### src/design/lcd_cmd_pkg.sv
// Constants, encodings and reset values shared by the LCD command decoder files.
package lcd_cmd_pkg;

   // Display RAM geometry.
   localparam int PAGES       = 4;
   localparam int COLUMNS     = 80;
   localparam logic [6:0] COL_LIMIT = 7'h50;

   // Command codes compared against the full byte or its upper bits.
   localparam logic [6:0] OP_DISP_HI   = 7'h57;
   localparam logic [6:0] OP_ADC_HI    = 7'h50;
   localparam logic [6:0] OP_STATIC_HI = 7'h52;
   localparam logic [6:0] OP_DUTY_HI   = 7'h54;
   localparam logic [2:0] OP_START_HI  = 3'h6;
   localparam logic [5:0] OP_PAGE_HI   = 6'h2e;
   localparam logic [7:0] OP_RMW       = 8'he0;
   localparam logic [7:0] OP_END       = 8'hee;
   localparam logic [7:0] OP_RESET     = 8'he2;

   // Status byte field positions.
   localparam int ST_BUSY_BIT  = 7;
   localparam int ST_ORDER_BIT = 6;
   localparam int ST_OFF_BIT   = 5;
   localparam int ST_RST_BIT   = 4;

   // Values after the hardware reset.
   localparam logic       RST_DISP_ON  = 1'b0;
   localparam logic [4:0] RST_START    = 5'h00;
   localparam logic [1:0] RST_PAGE     = 2'h3;
   localparam logic [6:0] RST_COL      = 7'h00;
   localparam logic       RST_REVERSED = 1'b0;
   localparam logic       RST_STATIC   = 1'b0;
   localparam logic       RST_DUTY32   = 1'b1;
   localparam logic       RST_RMW      = 1'b0;

   // Values loaded by the soft reset command.
   localparam logic [4:0] SOFT_START = 5'h00;
   localparam logic [1:0] SOFT_PAGE  = 2'h0;
   localparam logic [6:0] SOFT_COL   = 7'h00;

   // Internal initialisation time and its cycle count at the 40 MHz clock.
   localparam int CLK_MHZ       = 40;
   localparam int INIT_TIME_NS  = 1000;
   localparam int INIT_CYCLES   = (INIT_TIME_NS * CLK_MHZ + 999) / 1000;

   // Decoded command kinds.
   typedef enum logic [3:0] {
      CMD_NONE, CMD_DISP, CMD_START, CMD_PAGE, CMD_COL, CMD_ADC,
      CMD_STATIC, CMD_DUTY, CMD_RMW, CMD_END, CMD_RESET
   } cmd_t;

endpackage : lcd_cmd_pkg

### src/design/two_entry_buffer.sv
// Two-entry buffer with valid and ready on both sides.
`timescale 1ns/1ps
module two_entry_buffer #(
   parameter int WIDTH = 8
) (
   // Clock and reset.
   input  wire logic             ref_clk,
   input  wire logic             rst_b,
   // Filling side.
   input  wire logic             in_valid,
   output logic                  in_ready,
   input  wire logic [WIDTH-1:0] in_data,
   // Draining side.
   input  wire logic             out_ready,
   output logic                  out_valid,
   output logic [WIDTH-1:0]      out_data
);

   // Whole state of the buffer: two slots and a fill count.
   typedef struct packed {
      logic [1:0][WIDTH-1:0] slot;  // Slot 0 is the head.
      logic [1:0]            count; // Number of held words, 0 to 2.
   } buf_t;

   buf_t q;  // Registered state.
   buf_t d;  // Next state.
   logic push;  // Word enters this cycle.
   logic pop;   // Word leaves this cycle.

   // Ready and valid come straight from the count, so full and empty are exact.
   assign in_ready  = (q.count != 2'd2);
   assign out_valid = (q.count != 2'd0);
   assign out_data  = q.slot[0];
   assign push      = in_valid & in_ready;
   assign pop       = out_valid & out_ready;

   // Shift on pop, then place the new word behind what remains.
   always_comb begin
      d = q;
      if (pop) begin
         d.slot[0] = q.slot[1];
      end
      if (push) begin
         // A push into a full buffer cannot happen, so the slot index stays in range.
         if ((q.count == 2'd0) || ((q.count == 2'd1) && pop)) begin
            d.slot[0] = in_data;
         end else begin
            d.slot[1] = in_data;
         end
      end
      d.count = q.count + {1'b0, push} - {1'b0, pop};
   end

   // Register the state; contents are cleared so outputs are defined at reset.
   always_ff @(posedge ref_clk) begin
      if (!rst_b) begin
         q <= '0;
      end else begin
         q <= d;
      end
   end

endmodule : two_entry_buffer

### src/design/lcd_cmd_decoder.sv
// Command decoder, display RAM and mode state of the LCD segment driver.
`timescale 1ns/1ps
module lcd_cmd_decoder #(
   parameter int PAGES   = lcd_cmd_pkg::PAGES,
   parameter int COLUMNS = lcd_cmd_pkg::COLUMNS
) (
   // Clock and synchronous active-low reset (the hardware init pin).
   input  wire logic       ref_clk,
   input  wire logic       rst_b,
   // Host access request.
   input  wire logic       bus_valid,
   output logic            bus_ready,
   input  wire logic       cmd_data_select,
   input  wire logic       bus_read,
   input  wire logic [7:0] bus_wdata,
   // Read answers, through the two-entry buffer.
   output logic            rd_valid,
   input  wire logic       rd_ready,
   output logic [7:0]      rd_data,
   // Mode outputs towards the display timing and driver logic.
   output logic            display_on,
   output logic [4:0]      start_line,
   output logic            reversed_mapping,
   output logic            static_drive,
   output logic            duty_32,
   output logic            busy,
   // Power-save indications.
   output logic            power_save,
   output logic            lcd_drive_enable,
   output logic            seg_com_at_vdd,
   output logic            osc_enable,
   output logic            oscillator_node_oe,
   output logic            divider_cut
);

   // Host accesses in brief.
   // Taken when valid meets ready.
   // Back-to-back access needs no gap.
   // Reads answer a cycle later.
   // Writes show effect a cycle later.
   // Ready drops only with two answers.
   // A stalled reader stalls writes too.
   // That keeps the stream in order.

   // Busy time.
   // Both resets load one busy count.
   // Status reads are served meanwhile.
   // Other accesses are dropped.
   // A dropped data read answers zero.
   // So no answer is ever missing.

   // Data reads.
   // A read hands over the latch first.
   // The latch then takes the RAM byte.
   // So the first read is a dummy.
   // Reads never alter the RAM.
   // The column stops at its limit.
   // Beyond it nothing is stored.
   // Reads there load zero.

   // Read-modify-write.
   // Entry saves the column.
   // Only writes move the column.
   // The end command restores it.

   // Power save.
   // It is decoded from two mode bits.
   // It starts and ends with them.
   // It touches no register or byte.

   // Display RAM.
   // No reset clears it.
   // Unwritten bytes read unknown.
   localparam int BUSY_W = 8;  // Wide enough for the initialisation count.
   localparam int RAM_W  = $clog2(PAGES * COLUMNS);
   localparam logic [BUSY_W-1:0] INIT_CNT = BUSY_W'(lcd_cmd_pkg::INIT_CYCLES);

   // All control state of the decoder.
   typedef struct packed {
      logic              disp_on;    // Display switched on.
      logic [4:0]        start_line; // RAM line shown on the first common row.
      logic [1:0]        page;       // Page for host access.
      logic [6:0]        col;        // Column address counter.
      logic              reversed;   // Segment order is reversed.
      logic              static_on;  // Static drive enabled.
      logic              duty32;     // 1/32 duty selected.
      logic              rmw;        // Read-modify-write mode active.
      logic [6:0]        rmw_col;    // Column saved at read-modify-write entry.
      logic [7:0]        latch;      // Read output latch.
      logic [BUSY_W-1:0] busy_cnt;   // Remaining cycles of internal operation.
      logic              resetting;  // Initialisation in progress.
   } ctl_t;

   // State after the hardware reset; initialisation runs and the device is busy meanwhile.
   localparam ctl_t CTL_INIT = '{
      disp_on:    lcd_cmd_pkg::RST_DISP_ON,
      start_line: lcd_cmd_pkg::RST_START,
      page:       lcd_cmd_pkg::RST_PAGE,
      col:        lcd_cmd_pkg::RST_COL,
      reversed:   lcd_cmd_pkg::RST_REVERSED,
      static_on:  lcd_cmd_pkg::RST_STATIC,
      duty32:     lcd_cmd_pkg::RST_DUTY32,
      rmw:        lcd_cmd_pkg::RST_RMW,
      rmw_col:    lcd_cmd_pkg::RST_COL,
      latch:      8'h00,
      busy_cnt:   INIT_CNT,
      resetting:  1'b1
   };

   ctl_t q;  // Registered state.
   ctl_t d;  // Next state.

   // Display RAM, one byte per page and column; it is never cleared, not even by reset.
   logic [7:0] ram [0:PAGES*COLUMNS-1];

   logic             acc;        // Access taken this cycle.
   logic             push_valid; // Answer word enters the buffer.
   logic             push_ready; // Buffer has room.
   logic [7:0]       push_data;  // Answer word.
   logic             ram_we;     // Display RAM write strobe.
   logic [RAM_W-1:0] ram_addr;   // Current page and column as a RAM index.
   logic             col_ok;     // Column points inside the RAM.
   logic [7:0]       status;     // Status byte.

   // Flattens page and column into a RAM index.
   function automatic logic [RAM_W-1:0] ram_index(input logic [1:0] pg, input logic [6:0] cl);
      ram_index = RAM_W'(pg * COLUMNS + cl);
   endfunction : ram_index

   // Advances the column but holds it at the limit; higher addresses are invalid.
   function automatic logic [6:0] col_step(input logic [6:0] cl);
      col_step = (cl < lcd_cmd_pkg::COL_LIMIT) ? cl + 7'd1 : cl;
   endfunction : col_step

   // Maps a command byte to its kind; unknown codes give no command.
   function automatic lcd_cmd_pkg::cmd_t cmd_decode(input logic [7:0] b);
      if (b[7] == 1'b0) begin
         // Bit 7 low sets the column.
         cmd_decode = lcd_cmd_pkg::CMD_COL;
      end else if (b[7:5] == lcd_cmd_pkg::OP_START_HI) begin
         // Start line, five bits.
         cmd_decode = lcd_cmd_pkg::CMD_START;
      end else if (b[7:1] == lcd_cmd_pkg::OP_DISP_HI) begin
         // Display on or off.
         cmd_decode = lcd_cmd_pkg::CMD_DISP;
      end else if (b[7:2] == lcd_cmd_pkg::OP_PAGE_HI) begin
         // Page, two bits.
         cmd_decode = lcd_cmd_pkg::CMD_PAGE;
      end else if (b[7:1] == lcd_cmd_pkg::OP_ADC_HI) begin
         // Segment order.
         cmd_decode = lcd_cmd_pkg::CMD_ADC;
      end else if (b[7:1] == lcd_cmd_pkg::OP_STATIC_HI) begin
         // Static drive.
         cmd_decode = lcd_cmd_pkg::CMD_STATIC;
      end else if (b[7:1] == lcd_cmd_pkg::OP_DUTY_HI) begin
         // Duty selection.
         cmd_decode = lcd_cmd_pkg::CMD_DUTY;
      end else if (b == lcd_cmd_pkg::OP_RMW) begin
         // Read-modify-write entry.
         cmd_decode = lcd_cmd_pkg::CMD_RMW;
      end else if (b == lcd_cmd_pkg::OP_END) begin
         // Read-modify-write end.
         cmd_decode = lcd_cmd_pkg::CMD_END;
      end else if (b == lcd_cmd_pkg::OP_RESET) begin
         // Soft reset.
         cmd_decode = lcd_cmd_pkg::CMD_RESET;
      end else begin
         // No defined code matches.
         cmd_decode = lcd_cmd_pkg::CMD_NONE;
      end
   endfunction : cmd_decode

   // Every access waits for buffer room; this keeps the host in step with a stalled reader.
   assign bus_ready  = push_ready;
   assign acc        = bus_valid & bus_ready;
   assign push_valid = acc & bus_read;
   assign busy       = (q.busy_cnt != '0);
   assign col_ok     = (q.col < lcd_cmd_pkg::COL_LIMIT);
   assign ram_addr   = ram_index(q.page, q.col);

   // Status byte: order flag reads 1 for forward, on/off flag reads 1 for off.
   // Reading status changes no state.
   always_comb begin
      status = 8'h00;
      status[lcd_cmd_pkg::ST_BUSY_BIT]  = busy;
      status[lcd_cmd_pkg::ST_ORDER_BIT] = ~q.reversed;
      status[lcd_cmd_pkg::ST_OFF_BIT]   = ~q.disp_on;
      status[lcd_cmd_pkg::ST_RST_BIT]   = q.resetting;
   end

   // Next-state logic: internal timing, then the one access of this cycle.
   always_comb begin
      d         = q;
      ram_we    = 1'b0;
      push_data = 8'h00;
      // The internal operation counts down; the resetting flag drops with it.
      if (busy) begin
         d.busy_cnt = q.busy_cnt - BUSY_W'(1);
         if (q.busy_cnt == BUSY_W'(1)) begin
            d.resetting = 1'b0;
         end
      end
      // At most one access per cycle.
      if (acc) begin
         if (!cmd_data_select && bus_read) begin
            // A status read is answered even while busy.
            push_data = status;
         end else if (busy) begin
            // Everything else is rejected while busy; a rejected read answers zero.
            push_data = 8'h00;
         end else if (cmd_data_select && !bus_read) begin
            // Data write; an out-of-range column stores nothing.
            ram_we = col_ok;
            d.col  = col_step(q.col);
         end else if (cmd_data_select && bus_read) begin
            // The host gets the old latch; the latch then takes the addressed byte.
            push_data = q.latch;
            d.latch   = col_ok ? ram[ram_addr] : 8'h00;
            if (!q.rmw) begin
               d.col = col_step(q.col);
            end
         end else begin
            case (cmd_decode(bus_wdata))
               // Display on or off.
               lcd_cmd_pkg::CMD_DISP: begin
                  d.disp_on = bus_wdata[0];
               end

               // First shown RAM line.
               lcd_cmd_pkg::CMD_START: begin
                  d.start_line = bus_wdata[4:0];
               end

               // Page for host access.
               lcd_cmd_pkg::CMD_PAGE: begin
                  d.page = bus_wdata[1:0];
               end

               // Column for host access.
               lcd_cmd_pkg::CMD_COL: begin
                  d.col = bus_wdata[6:0];
               end

               // Segment order.
               lcd_cmd_pkg::CMD_ADC: begin
                  d.reversed = bus_wdata[0];
               end

               // Static drive on or off.
               lcd_cmd_pkg::CMD_STATIC: begin
                  d.static_on = bus_wdata[0];
               end

               // Duty selection.
               lcd_cmd_pkg::CMD_DUTY: begin
                  d.duty32 = bus_wdata[0];
               end

               lcd_cmd_pkg::CMD_RMW: begin
                  // The column is saved so that the end command can return to it.
                  d.rmw     = 1'b1;
                  d.rmw_col = q.col;
               end

               lcd_cmd_pkg::CMD_END: begin
                  // Ending outside the mode is harmless: the saved column is then stale,
                  // so it is restored only when the mode is really active.
                  d.rmw = 1'b0;
                  if (q.rmw) begin
                     d.col = q.rmw_col;
                  end
               end

               lcd_cmd_pkg::CMD_RESET: begin
                  // Soft reset touches the start line, addresses, the busy count and the resetting flag only; RAM and other modes stay.
                  d.start_line = lcd_cmd_pkg::SOFT_START;
                  d.col        = lcd_cmd_pkg::SOFT_COL;
                  d.page       = lcd_cmd_pkg::SOFT_PAGE;
                  d.busy_cnt   = INIT_CNT;
                  d.resetting  = 1'b1;
               end

               // Unknown bytes change nothing.
               default: begin
                  d = d;
               end
            endcase
         end
      end
   end

   // Control state register; the hardware reset is the only full initialisation.
   always_ff @(posedge ref_clk) begin
      if (!rst_b) begin
         q <= CTL_INIT;
      end else begin
         q <= d;
      end
   end

   // Display RAM write port; power save does not touch the array.
   // Out-of-range columns never raise the strobe.
   always_ff @(posedge ref_clk) begin
      if (ram_we) begin
         ram[ram_addr] <= bus_wdata;
      end
   end

   // Answer buffer, so a stalled reader loses no word.
   // Two entries let reads stream at full rate.
   two_entry_buffer #(
      .WIDTH (8)
   ) u_answer_buf (
      .ref_clk   (ref_clk),
      .rst_b     (rst_b),
      .in_valid  (push_valid),
      .in_ready  (push_ready),
      .in_data   (push_data),
      .out_ready (rd_ready),
      .out_valid (rd_valid),
      .out_data  (rd_data)
   );

   // Mode outputs straight from the state flops.
   // They stay glitch free for the display timing logic.
   assign display_on       = q.disp_on;
   assign start_line       = q.start_line;
   assign reversed_mapping = q.reversed;
   assign static_drive     = q.static_on;
   assign duty_32          = q.duty32;

   // Power save follows the two mode bits at once, so it ends as soon as either changes.
   // The gated drive and bias parts sit outside this block.
   // Here they only see the enables below.
   assign power_save         = q.static_on & ~q.disp_on;
   assign lcd_drive_enable   = ~power_save;
   assign seg_com_at_vdd     = power_save;
   assign osc_enable         = ~power_save;
   assign oscillator_node_oe = ~power_save;
   assign divider_cut        = power_save;

endmodule : lcd_cmd_decoder

### config.mk
export PLATFORM = sky130hd
export DESIGN_NAME = lcd_cmd_decoder
export DESIGN_NICKNAME = d
export VERILOG_FILES = /design/src/design/lcd_cmd_pkg.sv /design/src/design/two_entry_buffer.sv /design/src/design/lcd_cmd_decoder.sv
export SDC_FILE = /design/constraint.sdc
export NUM_CORES = 2
export LEC_CHECK = 0
export ABC_AREA = 1
export BUFFER_PORTS_ARGS = -buffer_cell sky130_fd_sc_hd__buf_2
export CAP_MARGIN = 20
export CORE_ASPECT_RATIO = 1.25
export CORE_MARGIN = 3
export CORE_UTILIZATION = 30
export CTS_CLUSTER_SIZE = 25
export DETAILED_ROUTE_END_ITERATION = 16
export PLACE_DENSITY_LB_ADDON = 0.05
export SLEW_MARGIN = 25
export SYNTH_ARGS = -nofsm -noshare
export SYNTH_HDL_FRONTEND = slang
export SYNTH_SLANG_ARGS = --single-unit
### constraint.sdc
create_clock -name ref_clk -period 3.9 [get_ports ref_clk]
set_input_delay 1.17 -clock ref_clk [delete_from_list [all_inputs] [get_ports ref_clk]]
set_output_delay 1.17 -clock ref_clk [all_outputs]
set_load 0.02 [all_outputs]
== After elaboration in Yosys (flattened, before gate mapping) ==
Memories as Yosys holds them, arrays and structs flattened.
Cells that the tools add are included.

* Flip-flop bits (word level): 61
* Memory bits (writable): 2560
* Input bits: 14
* Logic and storage cells: 132
* Memories kept: 1

{| class="wikitable"
|+ Memory list
! name !! depth !! bits a word !! read ports !! clocked after Yosys merged registers in !! wr ports !! line !! text
|-
| ram || 320 || 8 || 1 || 0 || 1 || lcd_cmd_decoder.sv:114 || <nowiki>logic [7:0] ram [0:PAGES*COLUMNS-1];</nowiki>
|}

* Add/sub/neg operators: 5
* Multiply operators: 1
* Magnitude comparators: 1
* Eq/ne operators: 24
* Mux-type cells: 47
* Bitwise gates (word level): 13
* Reductions and logical operators: 25

{| class="wikitable"
|+ Operators with widths
! operator !! count
|-
| $mux W8 || 9
|-
| $mux W9 || 7
|-
| $mux W4 || 15
|-
| $reduce_and A6 Y1 || 9
|-
| $mux W7 || 5
|-
| $eq A7 B7 Y1 const B || 4
|-
| $eq A8 B8 Y1 const B || 3
|-
| $pmux W7 S3 || 1
|-
| $eq A4 B3 Y1 const B || 4
|-
| $eq A4 B4 Y1 const B || 3
|-
| $pmux W5 S2 || 1
|-
| $add A9 B7 Y9 || 1
|-
| $eq A4 B2 Y1 const B || 2
|-
| $eq A8 B1 Y1 const B || 1
|-
| $not A1 Y1 || 8
|-
| $reduce_bool A2 Y1 || 4
|-
| $reduce_bool A8 Y1 || 1
|-
| $sub A8 B1 Y8 const B || 1
|-
| $add A7 B1 Y7 const B || 1
|-
| $lt A7 B7 Y1 const B || 1
|-
| $mux W1 || 7
|-
| $eq A6 B6 Y1 const B || 1
|-
| $and A1 B1 Y1 || 5
|-
| $mul A2 B3 Y5 const B || 1
|-
| 17 further kinds || 21
|}

== Depth between registers and ports, before layout ==
* Depth after elaboration: 23
* Depth in mapped cells: 20

== Hierarchy ==
From an unflattened synthesis, not the netlist that was laid out.

* Cells, all modules: 10008
* Area total of the unflattened synthesis: 109187.2 um^2

{| class="wikitable"
|+ By module, submodules not included
! module !! times used !! cells each !! area each (um^2) !! sequential area each (um^2)
|-
| lcd_cmd_decoder || 1 || 9856 || 108178.8 || 77734.6
|-
| two_entry_buffer || 1 || 152 || 1008.5 || 360.3
|}

== Worst setup path before layout ==
OpenSTA, ideal clock, no wires.

* Kind: input to register
* From: input cmd_data_select
* To: memory ram[84][0], enable pin
* Library setup time: 0.370 ns
* Arrival time: 2.664 ns
* Path slack: 0.866 ns
* Cell stages on the path: 10
* Path buffers: 1
* Cell sequence: inv_1 > ha_1 > inv_1 > nand3_1 > inv_1 > nand3_1 > nor2_1 > nand2_1 > clkbuf_1 > nor2_1

* Word-level cells in the longest chain between the ends: 7
* Elaborated cells on any way between the ends: 9
* Those cells by class: 6 x mux; 3 x reduce/logical

{| class="wikitable"
|+ RTL lines
! what !! line !! text
|-
| start: declaration || lcd_cmd_decoder.sv:13 || <nowiki>input wire logic cmd_data_select,</nowiki>
|-
| $logic_and A1 B1 Y1 || lcd_cmd_decoder.sv:211 || <nowiki>end else if (cmd_data_select && !bus_read) begin</nowiki>
|-
| $mux W1 || lcd_cmd_decoder.sv:211 ||
|-
| $mux W1 || lcd_cmd_decoder.sv:208 || <nowiki>end else if (busy) begin</nowiki>
|-
| $mux W1 (*) || lcd_cmd_decoder.sv:205 || <nowiki>if (!cmd_data_select && bus_read) begin</nowiki>
|-
| $mux W1 (*) || lcd_cmd_decoder.sv:204 || <nowiki>if (acc) begin</nowiki>
|-
| $mux W1 (*) || lcd_cmd_decoder.sv:304 || <nowiki>if (ram_we) begin</nowiki>
|-
| $mux W1 (not written as such) (*) || lcd_cmd_decoder.sv:305 || <nowiki>ram[ram_addr] <= bus_wdata;</nowiki>
|-
| end: declaration || lcd_cmd_decoder.sv:114 ||
|}

Mark *: on every way between the ends. The rest lies on a longest branch, timed or not.

== Final worst setup path ==
* From: register q[32] (netlist name)
* To: memory ram[235][3], enable pin

* Word-level cells in the longest chain between the ends: 7
* Elaborated cells on any way between the ends: 8
* Those cells by class: 1 x add/sub; 1 x order compare; 6 x mux

{| class="wikitable"
|+ RTL lines
! what !! line !! text
|-
| start: declaration || lcd_cmd_decoder.sv:110 || <nowiki>ctl_t q;</nowiki>
|-
| start signal: assignment || lcd_cmd_decoder.sv:295 || <nowiki>q <= CTL_INIT;</nowiki>
|-
| start signal: assignment || lcd_cmd_decoder.sv:297 || <nowiki>q <= d;</nowiki>
|-
| $lt A7 B7 Y1 || lcd_cmd_decoder.sv:178 || <nowiki>assign col_ok = (q.col < lcd_cmd_pkg::COL_LIMIT);</nowiki>
|-
| $mux W1 || lcd_cmd_decoder.sv:211 ||
|-
| $mux W1 || lcd_cmd_decoder.sv:208 ||
|-
| $mux W1 || lcd_cmd_decoder.sv:205 ||
|-
| $mux W1 || lcd_cmd_decoder.sv:204 ||
|-
| $mux W1 || lcd_cmd_decoder.sv:304 ||
|-
| $mux W1 (not written as such) || lcd_cmd_decoder.sv:305 ||
|}

Parallel ways exist; a longest one is shown, timed or not.

==> results.toml <==
[floorplan]
die_w_um = 546
start_util = 0.302
die_h_um = 681
core_um2 = 363000
num_rows = 247
pin_count = 40
dieArea_um2 = 372000

[clock_tree]
tritoncts = "done"
insertion_delay_ns = 0.87
cts_sinks = 2621
cts_buffers = 298
htreeDepth = 5
clkTransAtPathRegs_ns = 0.06
clock-root-buffer = "clkbuf_16"
postCtsHoldBufs = 0
cts_buffer_depth = 4

[logic_synthesis]
async_reset_ff_frac = 0
ys.flop_type = "edfxtp_1"
synth_nets = 10163
avgSynthCellArea_um2 = 10.8
seq_area_frac_synth = 0.714
synth-seq-cells = 2621
syn_inst = 10134
synth.distinct_cells = 45
synth_area_leaders = "edfxtp_1 (70%), nand2_1 (10%), nor2_1 (6.0%)"
synth-edff-count = 2560
synth_top_area_frac = 0.703
syn-cell-area_um2 = 109000
yosys.area.top_type = "edfxtp_1"
ys_warn_count = 0

[critical_path]
worst_ep_required_time_ns = 4.49
path_class = "reg2reg"
worstPathArrival_ns = 4.46
start_kind = "flop"
end_kind = "flop"
crit_path_max_fanout = 16

[routing]
wl_um = 397000
top_layer = "met5"
dr_wl_met3_um = 16900
drc_errors = 0
wl_met1_um = 173000
wl_per_cell_um = 25.3
first_iter_violations = 6539
dr.pass1.iters = 6
via_count = 74788
met2_length_um = 195000
vias_per_cell = 4.76
antenna_left = 0

[cells_and_area]
area.growth.synth_to_final_pct = 18.4
final_common_cell = "nand2_1"
layout-drive-gt1-share = 0.113
final_util = 0.357
layout_common_cells = "nand2_1 (2,932), edfxtp_1 (2,560), nor2_1 (1,745)"
final_cell_area_um2 = 129000
finalNetCount = 10643
layout.cells.non_filler = 15696

[placement]
place.gp.congestion = 0.838
hpwlAfterDp_um = 246000
portBuffers = 39
dpl.cell_count = 15160
dp_slack_ns = -0.0638
place_area_um2 = 120000

[sta]
fin_crit_ns = 3.87
worst_slew_margin_rel = 0.288
fin_skew_ns = 0.0461
drv_slew = 0
setup_viol = 0
fin_ws_ns = 0.0342
fmax_mhz = 259
worstMarginPinSlew_ns = 1.07
final-hold-violation-count = 0
post-route-period-util = 0.991

[hold_path]
hold_class = "reg2reg"

[grt]
grt_max_degree = 131
grt_pass1_vias = 76932
gr-total-overflow = 0
antenna_found_initial = 23
grt_pass1_wl_um = 568000
grt_usage = 0.209

[status]
status = "complete, no violations"

[power_and_ir_drop]
p_per_area_nw_per_um2 = 464
power_mw = 60.1
power_leakage_nw = 49.1
vdd_drop_max_uv = 349

[run]
cap_violations = 0
-- Yosys cell counts (all sizes together) (2+ instances only) --
master / n
nand2: 2949
edfxtp: 2560
nor2: 1756
o21ai: 1022
inv: 594
buf: 364
nand3: 292
clkbuf: 229
o22ai: 131
dfxtp: 61
a21oi: 51
nand4: 41
o211ai: 17
ha: 14
nor3: 13
a211oi: 5
xor2: 5
a221oi: 3
clkinv: 3
nor4: 3
a22oi: 2
and2: 2
nor3b: 2
o21a: 2
o31ai: 2
-- what timing repair did --
action	CTS	global route
setup buffers	5	3
resized for setup	4	5
endpoints found under the setup margin	298	217
endpoints found under the hold margin	0	0
-- cell families (layout without fill, tap and decap cells) --
family,after synthesis,count (layout),share of synthesized area
DFF,2621,2621,0.714
buffers and inverters,1190,1890,0.0453
AOI/OAI and AO/OA,1243,1243,0.0594
and+or+nand+nor,5059,5059,0.179
other,0,7,0
xor gates and xnor gates,6,6,0.000481
adders and majority gates,15,15,0.00179
-- worst paths after layout --
check,slack (ns),cells after the start,startpoint,end
worst max register to register,0.03,12,q[32]$_SDFFE_PN0P_,ram[235][3]$_DFFE_PP_
worst max-delay path,0.03,12,q[32]$_SDFFE_PN0P_,ram[235][3]$_DFFE_PP_
worst min register to register,0.45,2,q[22]$_SDFFE_PN0P_,q[22]$_SDFFE_PN0P_
worst min-delay path,0.45,2,q[22]$_SDFFE_PN0P_,q[22]$_SDFFE_PN0P_
-- stage by stage --
step	hold WS, ns	setup TNS [ns]
after global placement	0.439	-28.30
after floorplan	0.424	0
final	0.453	0
after global routing	0.477	-0.000549
after detailed placement	0.440	-6.56
after CTS	0.449	0
-- metal layers --
metal / global-route usage / up-vias
met3: 0.0258 / 457
met4: 0.0590 / 2
li1: - / 34981
met5: 0 / -
met2: 0.362 / 1761
met1: 0.276 / 37587
-- sequential cells by signal, summed over array words and instances, names as in the netlist --
signal and flops:
u_answer_buf.q 10, q 34, static_drive 1, reversed_mapping 1, duty_32 1, ram 2560
display_on 1, u_answer_buf.out_data 8, start_line 5
-- power breakdown --
| part | switching (mW) | internal, mW | total (mW) |
|---|---|---|---|
| Clock | 11.5 | 16.1 | 27.7 |
| Sequential | 0.0322 | 30.9 | 31.0 |
| Combinational | 1.20 | 0.298 | 1.49 |
-- final cells by class --
cell class / count / area (um2)
inverters: 597 / 2280
diodes: 7 / 17.5
flip-flops and latches: 2621 / 78100
fillers: 36236 / 233000
repair buffers: 773 / 7160
multi-input cells: 6323 / 26400
clock inverters: 153 / 1420
well taps: 4855 / 6070
clock buffers: 367 / 7950
-- critical path, cell delays in order (launching register included) --
cell,delay [ns]
dfxtp_1,0.44
ha_1,0.30
fa_1,0.44
a21o_1,0.18
nand2_1,0.10
inv_2,0.10
nor2_2,0.38
nand2_1,0.33
nor2_1,0.48
clkinvlp_4,0.15
buf_4,0.23
nor2_1,0.22
buf_4,0.20
No activity file was read; power rests on OpenSTA's default activity.
